`src/rtl/tpg_regs.vh`:
```
// Register map, field positions, reset values and timing counts for the gate protection block
// Notes on behaviour
// - Switch follows its command; both commands of a phase high turns both off.
// - With limiting enabled, shunt above limit threshold turns off all high switches.
// - Each phase's high-side limit block clears when that phase's high command goes low.
// - Current-limit events never pull the alarm output low.
// - Shunt above over-current threshold latches trip: alarm low, all six switches off.
// - Ground or mid-rail strap: all commands low past manual clear time clears trip.
// - Supply strap: trip clears itself after the automatic recovery interval.
// - Under-voltage forces all switches off without alarm.
// - Switching resumes only when supply passes release level, giving hysteresis.
// - Over-temperature forces all switches off without alarm.
// - After over-temperature, resume only once temperature drops by the hysteresis.
`ifndef TPG_REGS_VH
`define TPG_REGS_VH

// Register byte offsets
`define TPG_ADDR_STATUS   8'h00
`define TPG_ADDR_MASK     8'h04
`define TPG_ADDR_CTRL     8'h08
`define TPG_ADDR_STATE    8'h0C

// Event bits in status and mask
`define TPG_EV_LIMIT      0
`define TPG_EV_TRIP       1
`define TPG_EV_UVLO       2
`define TPG_EV_OTSD       3
`define TPG_EV_CLEAR      4
`define TPG_EV_W          5

// Control bits
`define TPG_CTRL_SWOFF    0
`define TPG_CTRL_RST      2'h0

// Strap codes after decoding
`define TPG_STRAP_GND     2'h0
`define TPG_STRAP_MID     2'h1
`define TPG_STRAP_VCC     2'h2

// Times: manual clear 30 us worst case, recovery 1 ms typical
`define TPG_CLEAR_US      30
`define TPG_RECOVER_US    1000
`define TPG_CLK_MHZ       125
`define TPG_CNT_W         18

`endif

```
`src/rtl/tpg_sync.v`:
```
// Two-flop synchroniser bank for pin inputs
`timescale 1ns/1ps
module tpg_sync #(
  parameter W = 1
) (
  // Clock
  input  wire         clk_i,
  input  wire         rst_i,
  input  wire         ce_i,
  // Data
  input  wire [W-1:0] d_i,
  output reg  [W-1:0] q_o
);
  reg [W-1:0] meta_r;

  // First stage read only by second stage
  always @(posedge clk_i)
  begin
    if (rst_i)
    begin
      meta_r <= {W{1'b0}};
      q_o    <= {W{1'b0}};
    end
    else if (ce_i)
    begin
      meta_r <= d_i;
      q_o    <= meta_r;
    end
  end
endmodule

```
`src/rtl/tpg_timer.v`:
```
// Restartable up-counter that flags when a length has elapsed
`timescale 1ns/1ps
`include "tpg_regs.vh"
module tpg_timer (
  // Clock
  input  wire                  clk_i,
  input  wire                  rst_i,
  input  wire                  ce_i,
  // Control
  input  wire                  run_i,
  input  wire [`TPG_CNT_W-1:0] len_i,
  output wire                  done_o
);
  reg [`TPG_CNT_W-1:0] cnt_r;

  // Counts while run holds; restarts when run drops
  always @(posedge clk_i)
  begin
    if (rst_i)
      cnt_r <= {`TPG_CNT_W{1'b0}};
    else if (ce_i)
    begin
      if (!run_i)
        cnt_r <= {`TPG_CNT_W{1'b0}};
      else if (cnt_r != len_i)
        cnt_r <= cnt_r + 1'b1;
    end
  end

  assign done_o = run_i && (cnt_r == len_i);
endmodule

```
`src/rtl/tpg_top.v`:
```
// Three-phase gate command and protection logic with Wishbone status registers
`timescale 1ns/1ps
`include "tpg_regs.vh"
module tpg_top #(
  parameter CLEAR_CYC   = `TPG_CLEAR_US * `TPG_CLK_MHZ,
  parameter RECOVER_CYC = `TPG_RECOVER_US * `TPG_CLK_MHZ
) (
  // Clock and reset
  input  wire        clk_i,
  input  wire        rst_i,
  input  wire        ce_i,
  // Arm commands from the controller
  input  wire        u_high_cmd_i,
  input  wire        v_high_cmd_i,
  input  wire        w_high_cmd_i,
  input  wire        u_low_cmd_i,
  input  wire        v_low_cmd_i,
  input  wire        w_low_cmd_i,
  // Comparator flags and strap
  input  wire        limit_cmp_i,
  input  wire        overcurrent_cmp_i,
  input  wire        undervolt_i,
  input  wire        overtemp_i,
  input  wire [1:0]  protection_mode_sel_i,
  // Switch enables
  output reg  [2:0]  high_en_o,
  output reg  [2:0]  low_en_o,
  // Alarm, active low
  output reg         alarm_n_o,
  // Wishbone slave
  input  wire        wb_cyc_i,
  input  wire        wb_stb_i,
  input  wire        wb_we_i,
  input  wire [7:0]  wb_adr_i,
  input  wire [31:0] wb_dat_i,
  input  wire [3:0]  wb_sel_i,
  output reg  [31:0] wb_dat_o,
  output reg         wb_ack_o,
  output reg         irq_o
);
  localparam NIN = 12;
  localparam [`TPG_CNT_W-1:0] CLEAR_LEN   = CLEAR_CYC[`TPG_CNT_W-1:0];
  localparam [`TPG_CNT_W-1:0] RECOVER_LEN = RECOVER_CYC[`TPG_CNT_W-1:0];
  // Lengths cut to the counter width; a recovery past 2^18 cycles
  // needs TPG_CNT_W raised in the header
  // Trip state one-hot codes
  localparam [2:0] ST_RUN  = 3'b001;
  localparam [2:0] ST_TRIP = 3'b010;
  localparam [2:0] ST_AUTO = 3'b100;

  wire [NIN-1:0] raw_w;
  wire [NIN-1:0] syn_w;
  wire [2:0]     hi_w;
  wire [2:0]     lo_w;
  wire           lim_w;
  wire           oc_w;
  wire           uv_w;
  wire           ot_w;
  wire [1:0]     strap_w;
  // Protection state
  reg  [2:0]     lim_blk_r;
  reg  [2:0]     lim_blk_nxt;
  reg  [2:0]     st_r;
  reg  [2:0]     st_nxt;
  reg  [1:0]     mode_r;
  reg            mode_ok_r;
  // Software visible registers
  reg  [`TPG_EV_W-1:0] stat_r;
  reg  [`TPG_EV_W-1:0] mask_r;
  reg            swoff_r;
  reg  [`TPG_EV_W-1:0] ev_w;
  reg  [2:0]     stp_hi;
  reg  [2:0]     stp_lo;
  reg            tripped;
  wire           all_low_w;
  wire           clr_done_w;
  wire           auto_done_w;
  wire           wb_req_w;
  reg  [31:0]    rd_mux;
  // Synchroniser fill marker and per-phase shoot-through results
  reg  [1:0]     fill_r;
  wire [2:0]     pass_hi_w;
  wire [2:0]     pass_lo_w;
  genvar         g;

  assign raw_w = {protection_mode_sel_i, overtemp_i, undervolt_i, overcurrent_cmp_i, limit_cmp_i,
                  w_low_cmd_i, v_low_cmd_i, u_low_cmd_i, w_high_cmd_i, v_high_cmd_i, u_high_cmd_i};

  // All twelve command, flag and strap pins pass two flops before use
  tpg_sync #(.W(NIN)) u_sync (
    .clk_i (clk_i),
    .rst_i (rst_i),
    .ce_i  (ce_i),
    .d_i   (raw_w),
    .q_o   (syn_w)
  );

  assign hi_w    = syn_w[2:0];
  assign lo_w    = syn_w[5:3];
  assign lim_w   = syn_w[6];
  assign oc_w    = syn_w[7];
  // Hysteresis lives in the analog comparator; flag drops only past release level
  assign uv_w    = syn_w[8];
  assign ot_w    = syn_w[9];
  assign strap_w = syn_w[11:10];

  // Limiting only in ground strap position
  function limit_enabled;
    input [1:0] s;
    begin
      limit_enabled = (s == `TPG_STRAP_GND);
    end
  endfunction

  // Strap caught once the synchroniser holds a real pin sample, then held.
  // Its flops restart from zero on reset, so an earlier capture reads ground
  // whatever the strap is; a strap moved later is ignored until next reset.
  always @(posedge clk_i)
  begin
    if (rst_i)
    begin
      fill_r    <= 2'b00;
      mode_r    <= `TPG_STRAP_GND;
      mode_ok_r <= 1'b0;
    end
    else if (ce_i)
    begin
      fill_r <= {fill_r[0], 1'b1};  // Second flop valid after two edges
      if (fill_r[1] && !mode_ok_r)
      begin
        mode_r    <= (strap_w == 2'h3) ? `TPG_STRAP_VCC : strap_w;
        mode_ok_r <= 1'b1;
      end
    end
  end

  assign all_low_w = ~|hi_w && ~|lo_w;

  // Timers restart whenever their condition breaks, so one high command
  // during the clear wait starts the manual clear time over
  // manual clear timer
  tpg_timer u_clr (
    .clk_i  (clk_i),
    .rst_i  (rst_i),
    .ce_i   (ce_i),
    .run_i  (st_r == ST_TRIP && all_low_w && !oc_w),
    .len_i  (CLEAR_LEN),
    .done_o (clr_done_w)
  );

  tpg_timer u_rec (
    .clk_i  (clk_i),
    .rst_i  (rst_i),
    .ce_i   (ce_i),
    .run_i  (st_r == ST_AUTO),
    .len_i  (RECOVER_LEN),
    .done_o (auto_done_w)
  );

  // Trip latch next state
  always @*
  begin
    st_nxt = st_r;
    case (st_r)
      ST_RUN:
      begin
        if (oc_w)
          st_nxt = (mode_r == `TPG_STRAP_VCC) ? ST_AUTO : ST_TRIP;
      end
      ST_TRIP:
      begin
        if (clr_done_w)
          st_nxt = ST_RUN;
      end
      ST_AUTO:
      begin
        if (auto_done_w)
          st_nxt = ST_RUN;
      end
      default:
        st_nxt = ST_RUN;
    endcase
  end

  // Per-phase limit block next state
  // A hit while a phase is already released blocks it again at once
  always @*
  begin
    lim_blk_nxt = lim_blk_r;
    // release per phase on high command low
    lim_blk_nxt = lim_blk_nxt & hi_w;
    // block every high side on limit
    if (lim_w && limit_enabled(mode_r) && mode_ok_r)
      lim_blk_nxt = 3'b111;
  end

  always @(posedge clk_i)
  begin
    if (rst_i)
    begin
      st_r      <= ST_RUN;
      lim_blk_r <= 3'b000;
    end
    else if (ce_i)
    begin
      st_r      <= st_nxt;
      lim_blk_r <= lim_blk_nxt;
    end
  end

  // shoot-through block per phase
  // Both commands high reads as a controller fault, so neither arm passes
  generate
    for (g = 0; g < 3; g = g + 1)
    begin : g_phase
      assign pass_hi_w[g] = hi_w[g] & ~lo_w[g];
      assign pass_lo_w[g] = lo_w[g] & ~hi_w[g];
    end
  endgenerate

  // Gate composition; works on next state so a trip cuts the switches
  // on the same edge that drops the alarm, not one cycle later
  always @*
  begin
    tripped = (st_nxt != ST_RUN);
    stp_hi = pass_hi_w;
    stp_lo = pass_lo_w;
    stp_hi = stp_hi & ~lim_blk_nxt;
    if (tripped || uv_w || ot_w || swoff_r || !mode_ok_r)
    begin
      stp_hi = 3'b000;
      stp_lo = 3'b000;
    end
  end

  // Registered switch outputs; alarm from trip only
  always @(posedge clk_i)
  begin
    if (rst_i)
    begin
      high_en_o <= 3'b000;
      low_en_o  <= 3'b000;
      alarm_n_o <= 1'b1;
    end
    else if (ce_i)
    begin
      high_en_o <= stp_hi;
      low_en_o  <= stp_lo;
      alarm_n_o <= !tripped;
    end
  end

  // Event pulses for the status register
  // Undervolt and overtemp set status every cycle they last, so a clear
  // while the cause persists is undone at once and the cause stays visible
  always @*
  begin
    ev_w = {`TPG_EV_W{1'b0}};
    ev_w[`TPG_EV_LIMIT] = |(lim_blk_nxt & ~lim_blk_r);
    ev_w[`TPG_EV_TRIP]  = (st_r == ST_RUN) && (st_nxt != ST_RUN);
    ev_w[`TPG_EV_UVLO]  = uv_w;
    ev_w[`TPG_EV_OTSD]  = ot_w;
    ev_w[`TPG_EV_CLEAR] = (st_r != ST_RUN) && (st_nxt == ST_RUN);
  end

  // Read mux, kept apart from the bus timing
  always @*
  begin
    rd_mux = 32'h0000_0000;
    case (wb_adr_i)
      `TPG_ADDR_STATUS: rd_mux = {27'h0, stat_r};
      `TPG_ADDR_MASK:   rd_mux = {27'h0, mask_r};
      `TPG_ADDR_CTRL:   rd_mux = {31'h0, swoff_r};
      `TPG_ADDR_STATE:  rd_mux = {16'h0, 1'b0, lim_blk_r, 1'b0, st_r, 4'h0, mode_r, ot_w, uv_w};
      default:          rd_mux = 32'h0000_0000;
    endcase
  end

  assign wb_req_w = wb_cyc_i && wb_stb_i && !wb_ack_o;

  // Wishbone slave, ack one cycle after request; set beats write-one clear
  always @(posedge clk_i)
  begin
    if (rst_i)
    begin
      stat_r   <= {`TPG_EV_W{1'b0}};
      mask_r   <= {`TPG_EV_W{1'b0}};
      swoff_r  <= 1'b0;
      wb_ack_o <= 1'b0;
      wb_dat_o <= 32'h0000_0000;
    end
    else if (ce_i)
    begin
      wb_ack_o <= wb_req_w;
      stat_r   <= stat_r | ev_w;
      // Lane zero carries every writable bit; other lanes are ignored
      if (wb_req_w && wb_we_i && wb_sel_i[0])
      begin
        case (wb_adr_i)
          `TPG_ADDR_STATUS: stat_r <= (stat_r & ~wb_dat_i[`TPG_EV_W-1:0]) | ev_w;
          `TPG_ADDR_MASK:   mask_r <= wb_dat_i[`TPG_EV_W-1:0];
          `TPG_ADDR_CTRL:   swoff_r <= wb_dat_i[`TPG_CTRL_SWOFF];
          default:          swoff_r <= swoff_r;
        endcase
      end
      // Read data loads only on a taken read, so it stands until the next one
      if (wb_req_w && !wb_we_i)
        wb_dat_o <= rd_mux;
    end
  end

  // Interrupt level one cycle behind the status bits; registered so the
  // pin stays clean when an event and a clear meet in one cycle
  always @(posedge clk_i)
  begin
    if (rst_i)
      irq_o <= 1'b0;
    else if (ce_i)
      irq_o <= |(stat_r & mask_r);
  end
endmodule

```
`config.mk`:
```
export PLATFORM = sky130hd
export DESIGN_NAME = tpg_top
export DESIGN_NICKNAME = d
export VERILOG_FILES = /design/src/rtl/tpg_sync.v /design/src/rtl/tpg_timer.v /design/src/rtl/tpg_top.v
export VERILOG_INCLUDE_DIRS = /design/src /design/src/rtl
export SDC_FILE = /design/constraint.sdc
export NUM_CORES = 1
export LEC_CHECK = 0
export ABC_AREA = 0
export BUFFER_PORTS_ARGS = -buffer_cell sky130_fd_sc_hd__buf_2
export CAP_MARGIN = 10
export CORE_ASPECT_RATIO = 1.1
export CORE_UTILIZATION = 40
export CTS_CLUSTER_SIZE = 28
export DETAILED_ROUTE_END_ITERATION = 8
export PLACE_DENSITY_LB_ADDON = 0.05
export SYNTH_ARGS = -nofsm -noshare
export SYNTH_HDL_FRONTEND = slang
export SYNTH_SLANG_ARGS = --single-unit
```
`constraint.sdc`:
```
create_clock -name clk_i -period 2.1 [get_ports clk_i]
set_input_delay 0.21 -clock clk_i [delete_from_list [all_inputs] [get_ports clk_i]]
set_output_delay 0.21 -clock clk_i [all_outputs]
set_load 0.01 [all_outputs]
```
==> key figures, run 1 <==
STA
  – Worst hold slack: just over 0.09 ns
  – Worst Max-Slew Pin Slew: 0.5568 ns
  – Rel. slew slack: 62.59%
  – Slew Limit Fails: 0
  – # setup viols final: 0
  – FMAX: 511.7 MHz
  – Setup TNS: 0 ns
  – Fin crit share: 93.05%
  – Clock skew: roughly 0.0043 ns
  – RSZ-0062 raised after global routing: false
  – Fin. Hold Viols: 0
  – Post-layout minimum cycle time: 1.954 ns
  – Slack of the critical path: roughly 0.15 ns

Synth
  – Mapped Cells: 530
  – Mapped Avg Cell Area: 8.825 um2
  – Seq cells post-synth: 102
  – Post-synth EDFFs: 0
  – Largest family of logic cells by synthesized area: simple AND/OR/NAND/NOR gates
  – Post-synthesis xor/xnor area fraction: 4.120%
  – Main flop type after synthesis: dfxtp_1
  – Simple-Gate Fraction of Synth Area: roughly a quarter
  – Synth cell types: 60
  – Cell Area, Synth: between 4000 and 5000 um2
  – Most frequent cell after synthesis: dfxtp_1
  – Synth cell count leaders: dfxtp_1, nor2_1, nand2_1, mux2i_1, nand3_1
  – Post-synthesis compound-gate area fraction: 11.48%
  – Synth async-reset ratio: 0%
  – Mux share of post-synthesis cell area: 8.186%
  – Syn. warnings: 0
  – Top post-synthesis cells by area: dfxtp_1, mux2i_1, nor2_1, buf_4, xor2_1
  – Adder-cell share of the synthesized area: around 1.1%
  – Area leader, netlist: dfxtp_1
  – Synth top area share: 43.66%
  – Seq/Total Area, Yosys: 43.66%

Place
  – Pre-CTS WS: 0.08820 ns
  – Placed cell count: 734
  – Placed Area: 5152 um2
  – Post-DP HPWL: roughly 7.6 mm
  – Placer Congestion: about 0.80
  – # port buffers: 51

Critical path
  – Crit-path max FO: 11
  – WP data required: 2.39 ns
  – CP Launch Type: flip-flop
  – CP arrival: 2.24 ns
  – Kind of critical path: reg2reg
  – Setup crit end kind: flip-flop

Die
  – Core Rows: between 40 and 50
  – Initial core utilization: 40.88%
  – Die W: 105.1 um
  – Die area: 12130 um2
  – Die H: 115.4 um
  – Core region area: 11440 um2
  – Ports: 103

Clock network
  – Resize count post-CTS: 0
  – CTS clk-pin slew, worst paths: 0.07 ns
  – Cts hold-fix bufs: 0
  – CTS max path bufs: 2
  – TritonCTS Sinks: 102
  – Setup Buffers After CTS: 0
  – Clk_lat worst skew: 0.35 ns
  – H-tree depth: 3
  – TritonCTS buffer count: 9
  – Clock root buffer: clkbuf_16
  – CTS tree: built

Global route
  – Pin count of the biggest net entering global routing: 31
  – Vias in the first global route: 3536
  – Initial antenna violation count: 0
  – Aggregate global routing overflow: 0
  – GRT Resource Usage Total: 18.06%
  – First-pass GRT wire length: about 17 mm

Final layout
  – Area of the multi-input gates: 2450 um2
  – Ant diodes: 0
  – Area Overhead vs Synth: 18.51%
  – Net count reported at finish: 661
  – Design Area, Final: 5543 um2
  – Fillcell total: 1123
  – Register area: 2042 um2
  – Post-Layout Cell Count: 750
  – Share of cells above drive strength 1: 20.50%

Routing
  – DRT Pass-1 Iters: 6
  – Total Routed Length: 10.39 mm
  – DRT antenna net count: 0
  – DRT iter0 DRCs: 128
  – Routed len/inst: 13.85 um
  – Vias: between 3000 and 4000
  – DRC violations left: 0
  – Vias per std cell: 5.148

Pwr
  – P_leak: 0.002161 uW
  – Maximum VDD drop: 0.4131 mV
  – Cell Pwr Density: 750.2 nW/um2

Hold path
  – Worst Hold Class: in2reg

Outcome
  – Status: complete, no violations

Run
  – Max Cap Violations: 0
==> final timing paths <==
check / endpoint / slack [ns] / depth (start not counted) / start
setup / recovery: u_rec.cnt_r[14] / 0.15 / 8 / u_rec.cnt_r[1]
hold / removal: u_sync.meta_r[5] / 0.09 / 3 / w_low_cmd_i
setup reg to reg: u_rec.cnt_r[14] / 0.15 / 8 / u_rec.cnt_r[1]
hold reg to reg: low_en_o[1] / 0.45 / 2 / low_en_o[1]
==> layout by cell type (no fill, tap or decap), types with 3 or more instances in the layout <==
master / instances
clkbuf_16: 9
nor3b_1: 3
and3_1: 6
nand3_1: 24
nor2_1: 87
nand2b_1: 9
o21ai_1: 5
xor2_1: 17
nor3_1: 12
and4_1: 3
buf_4: 31
o21ai_0: 15
xnor2_1: 5
a21oi_2: 4
dfxtp_1: 102
mux2i_1: 36
nand4_1: 11
buf_2: 51
o31ai_1: 4
or3_2: 4
nand2_1: 37
a22oi_1: 12
bufinv_16: 3
or4_1: 4
conb_1: 21
a21oi_1: 22
ha_1: 4
nor4_2: 3
or3_1: 5
nor4b_1: 4
inv_1: 7
==> metrics by stage <==
stage	util (%)	total power [uW]
5_1_grt	48.45	4308
6_report	48.45	4158
2_1_floorplan	-	2207
3_5_place_dp	45.04	2260
4_1_cts	48.09	4209
3_3_place_gp	45.04	2255
==> power breakdown <==
| part | switching [uW] | internal [uW] |
|---|---|---|
| combinational | 139 | 88.9 |
| sequential | 22.9 | 1970 |
| clock | 741 | 1200 |
==> cells by family (layout without fill, tap and decap cells) <==
group,Yosys count,after routing
mux,37,37
flops,102,102
simple gates,227,227
compound gates,82,82
other cells,1,21
xor+xnor,22,22
buf+inv,55,105
fa+ha+maj,4,4
==> per-layer routing <==
| layer | routed length, um | vias to the layer above | global-route usage (%) |
|---|---|---|---|
| li1 | - | 1959 | - |
| met1 | 5030 | 1821 | 23.49 |
| met2 | 4736 | 63 | 28.79 |
| met3 | 397 | 18 | 4.556 |
| met4 | 225 | 0 | 7.512 |
| met5 | 0 | - | 0 |
==> registers in the layout, indices dropped and copies added, names as in the netlist <==
signal,cells
wb_ack_o,1
mode_ok_r,1
alarm_n_o,1
u_rec.cnt_r,18
fill_r,2
stat_r,5
u_sync.q_o,12
swoff_r,1
u_clr.cnt_r,18
u_sync.meta_r,12
lim_blk_r,3
irq_o,1
low_en_o,3
high_en_o,3
wb_dat_o,11
st_r,3
mask_r,5
limit_enabled.s,2
==> worst max-delay path, cell delays in order (launching register included) <==
cell and delay, ns:
dfxtp_1 0.38, inv_1 0.07, ha_1 0.20, nor4b_2 0.16
nand4_1 0.18, o211ai_2 0.11, buf_4 0.18, or3_2 0.46
a21oi_2 0.14
==> layout make-up <==
| class | count | area share [%] |
|---|---|---|
| clock buffers | 11 | 4.379 |
| clock inverters | 5 | 1.919 |
| inverters | 7 | 0.4740 |
| multi-input cells | 393 | 44.20 |
| flip-flops and latches | 102 | 36.84 |
| well taps | 150 | 3.386 |
| repair buffers | 82 | 8.804 |
Note: power is estimated with default switching activity, not from simulation.
==> run 2: changes to the inputs <==
--- a/config.mk
+++ b/config.mk
@@ -10,10 +10,10 @@
 export BUFFER_PORTS_ARGS = -buffer_cell sky130_fd_sc_hd__buf_2
 export CAP_MARGIN = 10
 export CORE_ASPECT_RATIO = 1.1
-export CORE_UTILIZATION = 40
+export CORE_UTILIZATION = 50
 export CTS_CLUSTER_SIZE = 28
 export DETAILED_ROUTE_END_ITERATION = 8
-export PLACE_DENSITY_LB_ADDON = 0.05
+export PLACE_DENSITY = 0.74
 export SYNTH_ARGS = -nofsm -noshare
 export SYNTH_HDL_FRONTEND = slang
 export SYNTH_SLANG_ARGS = --single-unit
==> run 2 against run 1 <==
  * Global-route usage is 3.3 points higher
  * Non-clock buffer count is 11 lower
  * Final area is 5.0% lower
  * Power is 17% lower
  * Maximum frequency is 2.4% lower
  * Via count stayed put
  * Clock power is 36% lower
  * Clock skew is 0.011 ns higher
  * Clock-buffer cell count is 2 lower
  * Critical endpoint unchanged
  * Combinational power is 4% lower
  * Critical path depth is 3 lower
  * Wire length is 4.8% lower
==> key figures, run 2 (same netlist as run 1, synthesis figures left out) <==
Final layout
  – Commonest non-fill, non-tap cell in the layout: dfxtp_1
  – Share of cells above drive strength 1: 18.85%
  – Biggest regs: u_clr.cnt_r: 18 flops, u_rec.cnt_r: 18 flops
  – Ant diodes: 0
  – Net count reported at finish: between 600 and 700
  – Area Overhead vs Synth: 12.57%
  – Most frequent cells in the layout: dfxtp_1, nor2_1, buf_2
  – Post-Layout Cell Count: 703

STA
  – Fin. Hold Viols: 0
  – Slack of the critical path: 0.09848 ns
  – Slew Limit Fails: 0
  – Rel. slew slack: ~58%
  – Worst Max-Slew Pin Slew: between 0.6 and 0.7 ns
  – Clock skew: 0.01536 ns
  – Setup TNS: 0 ns
  – # setup viols final: 0
  – Post-layout minimum cycle time: 2.002 ns
  – Fin crit share: 95.31%
  – RSZ-0062 raised after global routing: false
  – FMAX: roughly 500 MHz

Critical path
  – Kind of critical path: reg2reg
  – WP data required: 2.37 ns
  – CP Launch Type: flip-flop
  – Crit-path max FO: 11
  – CP arrival: 2.28 ns
  – Setup crit end kind: flip-flop

Place
  – Placer Congestion: 0.8905
  – Placed cell count: around 690
  – Post-DP HPWL: 7.046 mm
  – # port buffers: 51
  – Pre-CTS WS: between 0.015 and 0.02 ns

Routing
  – DRT antenna net count: 0
  – DRC violations left: 0
  – DRT Pass-1 Iters: 4
  – Vias per std cell: 5.492
  – Vias: 3861
  – Routed len/inst: 14.07 um
  – Total Routed Length: 9.890 mm
  – DRT iter0 DRCs: 147

Clock network
  – Clk_lat worst skew: 0.38 ns
  – Clock root buffer: clkbuf_8
  – TritonCTS buffer count: 9
  – Cts hold-fix bufs: 0
  – CTS max path bufs: 2
  – CTS tree: built
  – CTS clk-pin slew, worst paths: approximately 0.12 ns
  – Setup Buffers After CTS: 0
  – TritonCTS Sinks: between 100 and 150
  – H-tree depth: 3

Outcome
  – Status: complete, no violations

Global route
  – First-pass GRT wire length: 16.46 mm
  – Vias in the first global route: about 3600
  – Aggregate global routing overflow: 0
  – GRT Resource Usage Total: 21.33%
  – Initial antenna violation count: 0
  – Pin count of the biggest net entering global routing: 44

Pwr
  – Register share of total power: between 50% and 60%
  – Clock power share: 35.9%
  – Cell Pwr Density: 655.0 nW/um2
  – Switch share: 26.85%
  – Overall power: 3448 uW
  – Internal: 2523 uW
  – Maximum VDD drop: between 0.4 and 0.5 mV
  – P_leak: ~0.002 uW
  – Gate power share: 6.4%
  – Sw Pwr: 925.8 uW

Die
  – Core Rows: 36
  – Die H: 103.4 um
  – Initial core utilization: 52.18%
  – Die W: 94.22 um
  – Ports: 103
  – Die area: slightly below 10000 um2
  – Core region area: 8964 um2

Run
  – Max Cap Violations: 0

Hold path
  – Worst Hold Class: in2reg
==> run 2: cell types whose count changed in the layout (fill, tap and decap cells not counted), moves of 3 or more <==
cell,delta
clkbuf_8,+8
inv_8,+3
buf_4,-12
clkbuf_16,-9
bufinv_16,-3
==> run 2: worst paths after layout <==
check | end | from | slack, ns | cells after the start
max | u_rec.cnt_r[14] | u_rec.cnt_r[7] | 0.1 | 5
min | u_sync.meta_r[11] | protection_mode_sel_i[1] | 0.06 | 3
max reg2reg | u_rec.cnt_r[14] | u_rec.cnt_r[7] | 0.1 | 5
min reg2reg | low_en_o[1] | low_en_o[1] | 0.46 | 2
==> run 2: through the flow <==
step | hold WS (ns) | util [%] | area, um2
floorplan | 0.3539 | - | 4752
global placement | 0.4428 | 56.20 | 5037
detailed placement | 0.4393 | 56.20 | 5037
CTS | 0.05460 | 58.51 | 5245
global route | 0.04687 | 58.74 | 5265
finish | 0.05718 | 58.74 | 5265
==> run 2: final cells by class <==
cell class,count,area [um2]
Fill cell,800,3699
Multi-Input combinational cell,393,2437
Sequential cell,102,2042
Timing Repair Buffer,71,417.9
Tap cell,114,142.6
Clock buffer,9,123.9
Clock inverter,7,75.07
Inverter,7,26.28
==> run 2: metal layers <==
metal / vias to the layer above / routed length (um) / track usage [%]
met5: - / 0 / 0
met4: 0 / 110 / 7.811
met3: 11 / 279 / 4.386
met2: 61 / 5014 / 35.67
met1: 1851 / 4486 / 27.22
li1: 1938 / - / -
==> run 2: timing repair <==
item / 4_1_cts / 5_1_grt
setup endpoints to repair: 4 / 10
gates cloned: 0 / 0
hold endpoints to repair: 0 / 0
gates resized for setup: 1 / 3
pin swaps: 0 / 1
==> run 2: power by group through the flow <==
stage | combinational, uW | clock, uW | sequential (uW)
3_3_place_gp | 212 | 0 | 2030
4_1_cts | 218 | 1260 | 1990
3_5_place_dp | 217 | 0 | 2030
5_1_grt | 246 | 1350 | 1990
2_1_floorplan | 181 | 0 | 2030
6_report | 220 | 1240 | 1990
==> run 2: worst max-delay path, stage by stage, from the launching register on <==
cell and delay, ns:
dfxtp_1 0.37, or4b_4 0.55, or3_4 0.42, o211ai_4 0.32, or3_2 0.20, a21oi_2 0.05
